### src/rtl/seq_params.svh
`ifndef SEQ_PARAMS_SVH
`define SEQ_PARAMS_SVH
`define ROM_W         10
`define ADDR_W        6
`define PAGE_W        5
`define PC_W          12
`define STACK_DEPTH   4
`define OPER_W        3
`define CMD_ACC_BIT   8
`define CMD_PORT_BIT  9
`define ADDR_RESET    6'h3f
`define PAGE_RESET    5'h00
`define BANK_RESET    1'b0
`define STATUS_RESET  1'b1
`define CLK_PERIOD_NS 4
`endif

### src/rtl/seq_pkg.sv
package seq_pkg;
    typedef enum logic [2:0] {
        OP_NONE     = 3'h0,
        OP_PATTERN  = 3'h1,
        OP_LOCAL    = 3'h3,
        OP_PRELOAD  = 3'h2,
        OP_TABLE    = 3'h6,
        OP_CALL     = 3'h7
    } op_e;
    typedef enum logic [1:0] {
        ST_RUN   = 2'h0,
        ST_FETCH = 2'h1
    } seq_state_e;
endpackage

### src/rtl/poly_counter.sv
`timescale 1ns/1ps
`include "seq_params.svh"
module poly_counter
(
    input  wire logic [`ADDR_W-1:0] cur,
    output logic      [`ADDR_W-1:0] nxt
);
    // shift left, feedback bit5 xnor bit4 (63->62->61->59...->0->1->3);
    // plain xnor feedback locks up at 63, the low-ones term splices it in
    always_comb
    begin
        nxt = {cur[`ADDR_W-2:0], ~(cur[5] ^ cur[4]) ^ (&cur[4:0])};
    end
endmodule

### src/rtl/program_sequencer_branch_unit.sv
// Summary of operation
// - pattern address: A and B[1:0] replace address; B[3:2], carry, p ORed up.
// - operand p is 3 bits; its MSB is ORed with the current bank bit.
// - fetch from bank 1 reads bank 1; from bank 0 bank follows p MSB.
// - pattern fetch leaves counter; it then advances to next instruction.
// - pattern fetch takes exactly two instruction cycles.
// - acc flag loads A and B; port flag loads port regs; both do both.
// - rom word is 10 bits, split 2, 4, 4 from the top.
// - local_jump copies low six code bits to address, keeps bank and page.
// - local_jump/far_jump run only when status is 1, else skip, set it.
// - page_preload loads page from low five bits one cycle late.
// - at that moment bank takes inverted bank_select_bit.
// - old bank and page hold in the next cycle; new ones after.
// - page_preload runs only if status 1; skipped leaves status 0.
// - far_jump_macro is page_preload followed by local_jump.
// - table_jump loads counter from A, B, carry and p; bank ORs p MSB.
// - table_jump ignores and keeps the status flip-flop.
// - call pushes next address into slot one, shifting others down.
// - call sets bank 0, page 0, address from low six code bits.
// - return stack holds four levels.
// - call runs only if status 1, else skipped and status set.
// - address part is 6-bit polynomial counter, no carry into page.
// - bank and page hold until an instruction reloads them.
`timescale 1ns/1ps
`include "seq_params.svh"
module program_sequencer_branch_unit
    import seq_pkg::*;
(
    input  wire logic                  clk,
    input  wire logic                  rst_n,
    input  wire logic                  instr_valid,
    input  wire op_e                   instr_op,
    input  wire logic [`ROM_W-1:0]     instr_code,
    input  wire logic [`ROM_W-1:0]     rom_data,
    input  wire logic [3:0]            acc,
    input  wire logic [3:0]            breg,
    input  wire logic                  carry,
    input  wire logic                  bank_select_bit,
    input  wire logic                  status_in,
    input  wire logic                  status_load,
    output logic      [`PC_W-1:0]      rom_addr,
    output logic                       busy,
    output logic                       status,
    output logic                       acc_load,
    output logic      [3:0]            acc_value,
    output logic      [3:0]            breg_value,
    output logic                       port_load,
    output logic      [3:0]            port_reg_two,
    output logic      [3:0]            port_reg_three,
    output logic      [`PC_W-1:0]      return_slot_one,
    output logic      [`PC_W-1:0]      return_slot_two,
    output logic      [`PC_W-1:0]      return_slot_three,
    output logic      [`PC_W-1:0]      return_slot_four
);
    logic [`ADDR_W-1:0] addr_part;
    logic [`PAGE_W-1:0] page_part;
    logic               current_bank_bit;
    logic [`ADDR_W-1:0] next_addr;
    seq_state_e         state;
    logic               preload_pend;
    logic [`PAGE_W-1:0] preload_page;
    logic               preload_bank;
    logic [`PC_W-1:0]   formed_addr;
    logic               do_exec;
    logic [`PC_W-1:0]   pc_next_word;
    logic [`ADDR_W-1:0] next_addr_part;
    logic [`PAGE_W-1:0] next_page_part;
    logic               next_bank;

    // the counter sequence lives in the small leaf
    poly_counter u_poly
    (
        .cur (addr_part),
        .nxt (next_addr)
    );

    assign do_exec = instr_valid && state == ST_RUN;
    assign pc_next_word = {current_bank_bit, page_part, next_addr};

    // shared by pattern fetch and table_jump
    always_comb
    begin
        formed_addr = {current_bank_bit | instr_code[2],
                       page_part | {instr_code[1:0], carry, breg[3:2]},
                       breg[1:0], acc};
    end

    always_ff @(posedge clk or negedge rst_n)
    begin
        if (!rst_n)
        begin
            state <= ST_RUN;
        end
        else if (do_exec && instr_op == OP_PATTERN)
        begin
            state <= ST_FETCH;
        end
        else
        begin
            state <= ST_RUN;
        end
    end

    always_ff @(posedge clk or negedge rst_n)
    begin
        if (!rst_n)
        begin
            busy <= 1'b0;
        end
        else
        begin
            busy <= do_exec && instr_op == OP_PATTERN;
        end
    end

    // status flip-flop; the conditional skips win over an alu status write
    always_ff @(posedge clk or negedge rst_n)
    begin
        if (!rst_n)
        begin
            status <= `STATUS_RESET;
        end
        else if (do_exec && !status &&
                 (instr_op == OP_LOCAL || instr_op == OP_CALL))
        begin
            status <= 1'b1;
        end
        else if (do_exec && instr_op == OP_PRELOAD && !status)
        begin
            status <= 1'b0;
        end
        else if (status_load && !(do_exec && instr_op == OP_TABLE))
        begin
            status <= status_in;
        end
    end

    // delayed page and bank load
    always_ff @(posedge clk or negedge rst_n)
    begin
        if (!rst_n)
        begin
            preload_pend <= 1'b0;
            preload_page <= `PAGE_RESET;
            preload_bank <= `BANK_RESET;
        end
        else if (do_exec && instr_op == OP_PRELOAD && status)
        begin
            preload_pend <= 1'b1;
            preload_page <= instr_code[`PAGE_W-1:0];
            preload_bank <= ~bank_select_bit;
        end
        else
        begin
            preload_pend <= 1'b0;
        end
    end

    // next address part; the counter and rom_addr both load it, so a jump
    // reaches the rom bus in the very next cycle
    always_comb
    begin
        next_addr_part = next_addr;
        if (do_exec && status &&
            (instr_op == OP_LOCAL || instr_op == OP_CALL))
        begin
            next_addr_part = instr_code[`ADDR_W-1:0];
        end
        else if (do_exec && instr_op == OP_TABLE)
        begin
            next_addr_part = formed_addr[`ADDR_W-1:0];
        end
        else if (do_exec && instr_op == OP_PATTERN)
        begin
            next_addr_part = addr_part;
        end
    end

    // bank and page; a call overrides a pending preload, far jump follows it
    always_comb
    begin
        next_page_part = page_part;
        next_bank      = current_bank_bit;
        if (do_exec && status && instr_op == OP_CALL)
        begin
            next_page_part = '0;
            next_bank      = 1'b0;
        end
        else if (preload_pend)
        begin
            next_page_part = preload_page;
            next_bank      = preload_bank;
        end
        else if (do_exec && instr_op == OP_TABLE)
        begin
            next_page_part = formed_addr[`PC_W-2:`ADDR_W];
            next_bank      = formed_addr[`PC_W-1];
        end
    end

    always_ff @(posedge clk or negedge rst_n)
    begin
        if (!rst_n)
        begin
            addr_part        <= `ADDR_RESET;
            page_part        <= `PAGE_RESET;
            current_bank_bit <= `BANK_RESET;
        end
        else
        begin
            addr_part        <= next_addr_part;
            page_part        <= next_page_part;
            current_bank_bit <= next_bank;
        end
    end

    // rom address: formed address during the fetch cycle, else next counter
    always_ff @(posedge clk or negedge rst_n)
    begin
        if (!rst_n)
        begin
            rom_addr <= {`BANK_RESET, `PAGE_RESET, `ADDR_RESET};
        end
        else if (do_exec && instr_op == OP_PATTERN)
        begin
            rom_addr <= formed_addr;
        end
        else
        begin
            rom_addr <= {next_bank, next_page_part, next_addr_part};
        end
    end

    // pattern decode during the second cycle
    always_ff @(posedge clk or negedge rst_n)
    begin
        if (!rst_n)
        begin
            acc_load       <= 1'b0;
            port_load      <= 1'b0;
            acc_value      <= 4'h0;
            breg_value     <= 4'h0;
            port_reg_two   <= 4'h0;
            port_reg_three <= 4'h0;
        end
        else
        begin
            acc_load  <= state == ST_FETCH && rom_data[`CMD_ACC_BIT];
            port_load <= state == ST_FETCH && rom_data[`CMD_PORT_BIT];
            if (state == ST_FETCH && rom_data[`CMD_ACC_BIT])
            begin
                breg_value <= rom_data[7:4];
                acc_value  <= rom_data[3:0];
            end
            if (state == ST_FETCH && rom_data[`CMD_PORT_BIT])
            begin
                port_reg_two   <= rom_data[7:4];
                port_reg_three <= rom_data[3:0];
            end
        end
    end

    // four-level return stack, one generate stage per slot
    logic [`PC_W-1:0] slot [`STACK_DEPTH];
    genvar gi;
    generate
        for (gi = 0; gi < `STACK_DEPTH; gi++)
        begin : g_stack
            always_ff @(posedge clk or negedge rst_n)
            begin
                if (!rst_n)
                begin
                    slot[gi] <= '0;
                end
                else if (do_exec && status && instr_op == OP_CALL)
                begin
                    // the inner select keeps stage zero's index in range
                    slot[gi] <= (gi == 0) ? pc_next_word
                                          : slot[gi == 0 ? 0 : gi - 1];
                end
            end
        end
    endgenerate

    assign return_slot_one   = slot[0];
    assign return_slot_two   = slot[1];
    assign return_slot_three = slot[2];
    assign return_slot_four  = slot[3];

    fetch_two_cycle_a: assert property (@(posedge clk)
        disable iff (!rst_n)
        do_exec && instr_op == OP_PATTERN |=> busy ##1 !busy)
        else $error("pattern fetch not two cycles");
    fetch_keeps_pc_a: assert property (@(posedge clk)
        disable iff (!rst_n)
        do_exec && instr_op == OP_PATTERN |=> $stable(addr_part))
        else $error("pattern fetch moved counter");
    local_jump_a: assert property (@(posedge clk)
        disable iff (!rst_n)
        do_exec && status && instr_op == OP_LOCAL && !preload_pend
        |=> addr_part == $past(instr_code[5:0]) && $stable(page_part))
        else $error("local jump wrong");
    skip_sets_a: assert property (@(posedge clk)
        disable iff (!rst_n)
        do_exec && !status && instr_op == OP_LOCAL |=> status)
        else $error("skipped branch did not set status");
    preload_delay_a: assert property (@(posedge clk)
        disable iff (!rst_n)
        do_exec && status && instr_op == OP_PRELOAD ##1 !(do_exec &&
        status && instr_op == OP_CALL) |=> page_part ==
        $past(instr_code[4:0], 2) && current_bank_bit ==
        !$past(bank_select_bit, 2))
        else $error("preload not applied one cycle late");
    preload_skip_a: assert property (@(posedge clk)
        disable iff (!rst_n)
        do_exec && !status && instr_op == OP_PRELOAD |=> !status)
        else $error("skipped preload changed status");
    call_push_a: assert property (@(posedge clk)
        disable iff (!rst_n)
        do_exec && status && instr_op == OP_CALL |=> page_part == 5'h00
        && !current_bank_bit && slot[1] == $past(slot[0]))
        else $error("call push wrong");
    table_bank_a: assert property (@(posedge clk)
        disable iff (!rst_n)
        do_exec && instr_op == OP_TABLE && !preload_pend |=>
        current_bank_bit == ($past(current_bank_bit) | $past(instr_code[2])))
        else $error("table jump bank wrong");
endmodule

### config.mk
export PLATFORM = sky130hd
export DESIGN_NAME = program_sequencer_branch_unit
export DESIGN_NICKNAME = d
export VERILOG_FILES = /design/src/rtl/seq_pkg.sv /design/src/rtl/poly_counter.sv /design/src/rtl/program_sequencer_branch_unit.sv
export VERILOG_INCLUDE_DIRS = /design/src /design/src/rtl
export SDC_FILE = /design/constraint.sdc
export NUM_CORES = 1
export LEC_CHECK = 0
export BUFFER_PORTS_ARGS = -buffer_cell sky130_fd_sc_hd__buf_2
export CAP_MARGIN = 5
export CORE_UTILIZATION = 40
export CTS_CLUSTER_SIZE = 10
export DETAILED_ROUTE_END_ITERATION = 8
export PLACE_DENSITY = 0.6
export SETUP_SLACK_MARGIN = 0.3
export SLEW_MARGIN = 5
export SYNTH_ARGS = -nofsm -noshare
export SYNTH_HDL_FRONTEND = slang
export SYNTH_SLANG_ARGS = --single-unit
### constraint.sdc
create_clock -name clk -period 2.1 [get_ports clk]
set_input_delay 0.63 -clock clk [delete_from_list [all_inputs] [get_ports clk]]
set_output_delay 0.63 -clock clk [all_outputs]
set_load 0.005 [all_outputs]
After elaboration in Yosys (flattened, before gate mapping)
Cells that the tools add are included.
{ "totals": {"reg_bits": 101, "in_bits": 38, "output_inout_bits": 80, "elab_cells": 67} }
{ "classes": {"eq_ne": 6, "mux": 15, "bitwise_logic": 6, "reduce_logical": 20} }
{ "op_table": {"columns": ["op", "n"], "rows": [
  ["two-way mux 6 bit", 3],
  ["two-way mux 5 bit", 3],
  ["logical AND 1 bit", 14],
  ["two-way mux 12 bit", 1],
  ["two-way mux 1 bit", 8],
  ["== test 3 x 2 -> 1 bit (second input constant)", 2],
  ["== test 3 bit (second input constant)", 2],
  ["OR 5 bit", 1],
  ["AND reduction 5 bit", 1],
  ["== test 3 x 1 -> 1 bit (second input constant)", 1],
  ["nonzero test 3 bit", 1],
  ["== test 2 x 1 -> 1 bit (second input constant)", 1],
  ["zero test 1 bit", 2],
  ["zero test 2 bit", 1],
  ["inverter 1 bit", 2],
  ["XOR 1 bit", 2],
  ["logical OR 1 bit", 1],
  ["OR 1 bit", 1]
]} }

Logic depth before layout (Yosys ltp)
{ "depth": {"depth_word": 8, "depth_mapped": 7, "mapped_depth_nobuf": 5} }

Cells and area by module
A second synthesis with hierarchy kept.
{ "unflattened": {"cells_unflattened": 312, "hier_area_um2": 4068.9} }
{ "by_module_without_submodules": {"columns": ["mod", "instances", "cells_per_inst", "area_each_um2", "seq_area_each_um2"], "rows": [
  ["program_sequencer_branch_unit", 1, 304, 4012.6, 2493.6],
  ["poly_counter", 1, 8, 56.3, 0.0]
]} }

Least setup slack after synthesis
No wires, ideal clock.
{ "synth_path": {"kind": "in2reg", "startpoint": "input port instr_op[2]", "endpoint": "register rom_addr[11]", "setup_ns": 0.121, "t_arrival_ns": 1.591, "required_time_ns": 1.979, "path_slack_ns": 0.388, "stages": 5, "n_path_buf": 1, "cell_sequence": "buf_2 -> and3b_1 -> o21ai_2 -> nand2b_1 -> o22a_1"} }
{ "synth_via": {"elab_chain_cells": 6, "word_cells_on_any_way": 10, "classes_between": "eq/ne (3); mux (4); reduce/logical (3)"} }
{ "synth_rtl": {"columns": ["item", "line", "text"], "rows": [
  ["from (decl)", "program_sequencer_branch_unit.sv:32", "input wire op_e instr_op,"],
  ["== test 3 bit", "program_sequencer_branch_unit.sv:194", "else if (do_exec && instr_op == OP_TABLE)"],
  ["logical AND 1 bit", "program_sequencer_branch_unit.sv:194", null],
  ["two-way mux 1 bit", "program_sequencer_branch_unit.sv:194", null],
  ["two-way mux 1 bit", "program_sequencer_branch_unit.sv:189", "else if (preload_pend)"],
  ["two-way mux 1 bit", "program_sequencer_branch_unit.sv:184", "if (do_exec && status && instr_op == OP_CALL)"],
  ["two-way mux 12 bit (*)", "program_sequencer_branch_unit.sv:224", "else if (do_exec && instr_op == OP_PATTERN)"],
  ["to (signal assigned)", "program_sequencer_branch_unit.sv:222", "rom_addr <= {`BANK_RESET, `PAGE_RESET, `ADDR_RESET};"],
  ["to (signal assigned)", "program_sequencer_branch_unit.sv:226", "rom_addr <= formed_addr;"],
  ["to (signal assigned)", "program_sequencer_branch_unit.sv:230", "rom_addr <= {next_bank, next_page_part, next_addr_part};"],
  ["to (decl)", "program_sequencer_branch_unit.sv:41", "output logic [`PC_W-1:0] rom_addr,"]
]} }
Mark *: on every way between the ends. The rest lies on a longest branch, timed or not.
A chain may end at the register's enable or synchronous reset.

Worst setup path after layout
{ "layout_path": {"startpoint": "register status", "endpoint": "output port status"} }
{ "layout_lines": {"columns": ["item", "line", "text"], "rows": [
  ["from (decl)", "program_sequencer_branch_unit.sv:43", "output logic status,"],
  ["from (signal assigned)", "program_sequencer_branch_unit.sv:121", "status <= `STATUS_RESET;"],
  ["from (signal assigned)", "program_sequencer_branch_unit.sv:134", "status <= status_in;"]
]} }
No word-level cell between the ends.

==> results.toml <==
[cells_and_area]
fill_cells = 911
fin_nets = 477
syn2layout_area_growth_pct = 22.6
final_util_pct = 51.5
fin_cells = 577
drive_gt1_share_pct = 51.6
fin_area_sq_um = 5100
regArea_sq_um = 2490
multi_input_comb_area_sq_um = 1550
n_antenna_cell = 0

[cts]
path_clk_slew_ps = 110
clockRootBuffer = "clkbuf_8"
numCtsBuffers = 9
worstSkewPairLatency_ps = 360
cts_buffer_depth = 2
hold_buffers = 0
cts_tree = "yes"
cts_sinks = 99
cts_htree_levels = 3

[routing]
wl_per_cell_um = 15.3
first_iter_violations = 130
wirelength_um = 8830
firstDrtPassIters = 4
vias = 2953
drc = 0
viasPerCell = 5.12
final_antenna_net_count = 0

[worst_setup_path]
critPathBufInv = 1
critical-path-max-stage-delay_ps = 620
slowest_stage = "dfstp_2"
cp_top_family = "flip-flops"
cp_data_arrival_time_ps = 1120
reg2reg_depth = 4
crit_chain = "buf_2"
critPathKind = "reg2out"
start_kind = "flop"
worstPathMaxFanout = 8
worstReg2RegEnd = "return_slot_one[6]"
crit_cells = 1
worstReg2RegStart = "status"
end_kind = "output port"
worstPathRequired_ps = 1470
reg2reg_slack_ps = 400

[grt]
grt_use_total_pct = 16.8
grt_max_degree = 100
grtUsageMet2_pct = 25.7
grt_pass1_wl_um = 14500
grt_pass1_vias = 2819
grt_busiest_layer = "met2"
grt-ovfl-total = 0
met3_usage_pct = 4.14
grt_antenna_before_repair = 0
use_met1_pct = 23.8

[logic_synthesis]
ys_warn_count = 0
synth_edf_count = 0
synth_area_sq_um = 4160
ys_seq_area_share_pct = 59.9
syn_inst = 318
ys.flop_type = "dfrtp_1"
synthTopCellsByArea = "dfrtp_1 (52%), mux2_2 (18%), dfstp_2 (8.2%)"
synth_top_cell_by_area = "dfrtp_1"
synth_top_cell_area_share_pct = 51.7
postSynthAreaPerCell_sq_um = 13.1
syn-num-nets = 356
async_flop_share_pct = 100
yosysUniqueCellTypes = 40
ys_ff_latch = 99

[timing]
slew_headroom_pct = 65.6
period_minus_slack_ps = 1750
rsz0062_at_grt = "yes"
hold_viol_final = 0
setup_tns_ps = 0
fin_crit_sh_pct = 83.3
max_freq_mhz = 572
tightestPinTransition_ps = 516
clock_skew_ps = 14.9
finalMaxSlewViolations = 0
setup_viol = 0

[placement]
io_buffers = 113
dp_cells = 559
gp_congestion = 0.809
dpl-instance-area_sq_um = 4880
hpwl_um = 6010

[floorplanning]
coreArea_sq_um = 9910
start_util_pct = 42.0
die_w_um = 104
die_h_um = 104
rows = 36
die_area_sq_um = 10800
num_io_pins = 118

[pwr]
ir_drop_uv = 456
power_uw = 5210
powerDensity_nw_per_um2 = 1020
p_leak_uw = 0.00260

[run]
maxCapViolations = 0

[outcome]
status = "finished clean"

[worst_hold_path]
hp-class = "in2async"
==> Yosys cell counts, drive strengths merged (2+ instances only) <==
cell / number
mux2: 68
nor2b: 2
inv: 5
nand3: 3
dfrtp: 86
a31oi: 2
and3b: 2
o21ai: 19
a21oi: 19
nor2: 21
o21a: 5
o22a: 6
a221oi: 5
nor3: 6
dfstp: 13
nand2b: 2
o22ai: 6
nand2: 21
a21o: 3
buf: 12
==> cell usage in the layout (no fill, tap or decap), drive strengths merged, types with 2 or more instances in the layout <==
master and instances:
nor2 21, nor3 6, mux2 68, nand2 21
o22ai 6, clkinv 3, a21oi 19, dfrtp 86
nand3 3, o21ai 19, a221oi 5, dfstp 13
a21o 3, nand2b 2, buf 122, and3b 2
a31oi 2, nor2b 2, o21a 5, inv 8
clkbuf 10, o22a 6
==> routing by layer <==
layer	routed length (um)	part of all wire, %
met5	0	0
met4	80	0.91
met3	491	5.6
met2	3990	45
met1	4270	48
==> stage by stage <==
stage | setup slack, ps | hold WS [ps]
CTS | 339 | 330
finish | 351 | 295
global placement | 133 | 465
global route | 274 | 338
floorplan | 388 | 334
detailed placement | 129 | 473
==> final cells by class <==
cell class | instances | share of cell area, %
Multi-Input combinational cell | 201 | 30.4
Sequential cell | 99 | 48.8
Clock buffer | 9 | 2.43
Inverter | 5 | 0.417
Timing Repair Buffer | 123 | 13.5
Clock inverter | 7 | 1.15
Tap cell | 133 | 3.26
==> power by group <==
part / switching [uW] / total [uW] / internal (uW)
Sequential: 349 / 2820 / 2480
Clock: 691 / 1140 / 450
Combinational: 505 / 1250 / 743
==> repair_timing <==
item | 4_1_cts | 5_1_grt
buffers inserted | 0 | 1
setup endpoints to repair | 0 | 39
endpoints found under the hold margin | 0 | 0
resized for setup | 0 | 2
==> cell families (layout without fill, tap and decap cells) <==
| kind of cell | Yosys count | after routing | share of synthesized area, % |
|---|---|---|---|
| buffers and inverters | 18 | 144 | 2.95 |
| DFF | 99 | 99 | 59.9 |
| muxes | 68 | 68 | 18.4 |
| AOI/OAI and AO/OA | 70 | 70 | 10.6 |
| and+or+nand+nor | 63 | 63 | 8.18 |
==> flip-flops by register name (all words and copies together), names as in the netlist <==
| name | cells |
|---|---|
| acc_load | 1 |
| acc_value | 4 |
| addr_part | 6 |
| breg_value | 4 |
| current_bank_bit | 1 |
| page_part | 5 |
| port_load | 1 |
| port_reg_three | 4 |
| port_reg_two | 4 |
| preload_bank | 1 |
| preload_page | 5 |
| preload_pend | 1 |
| return_slot_four | 12 |
| return_slot_one | 12 |
| return_slot_three | 12 |
| return_slot_two | 12 |
| rom_addr | 12 |
| state | 1 |
| status | 1 |
==> how the worst max path moves through the flow <==
stage                      from              endpoint  slack, ps
finish                   status                status        350
global route             status                status        270
CTS                      status                status        340
detailed placement  instr_op[0]   return_slot_four[8]        130
global placement    instr_op[0]  return_slot_three[8]        130
floorplan           instr_op[2]          rom_addr[11]        390
No activity file was read; power rests on OpenSTA's default activity.
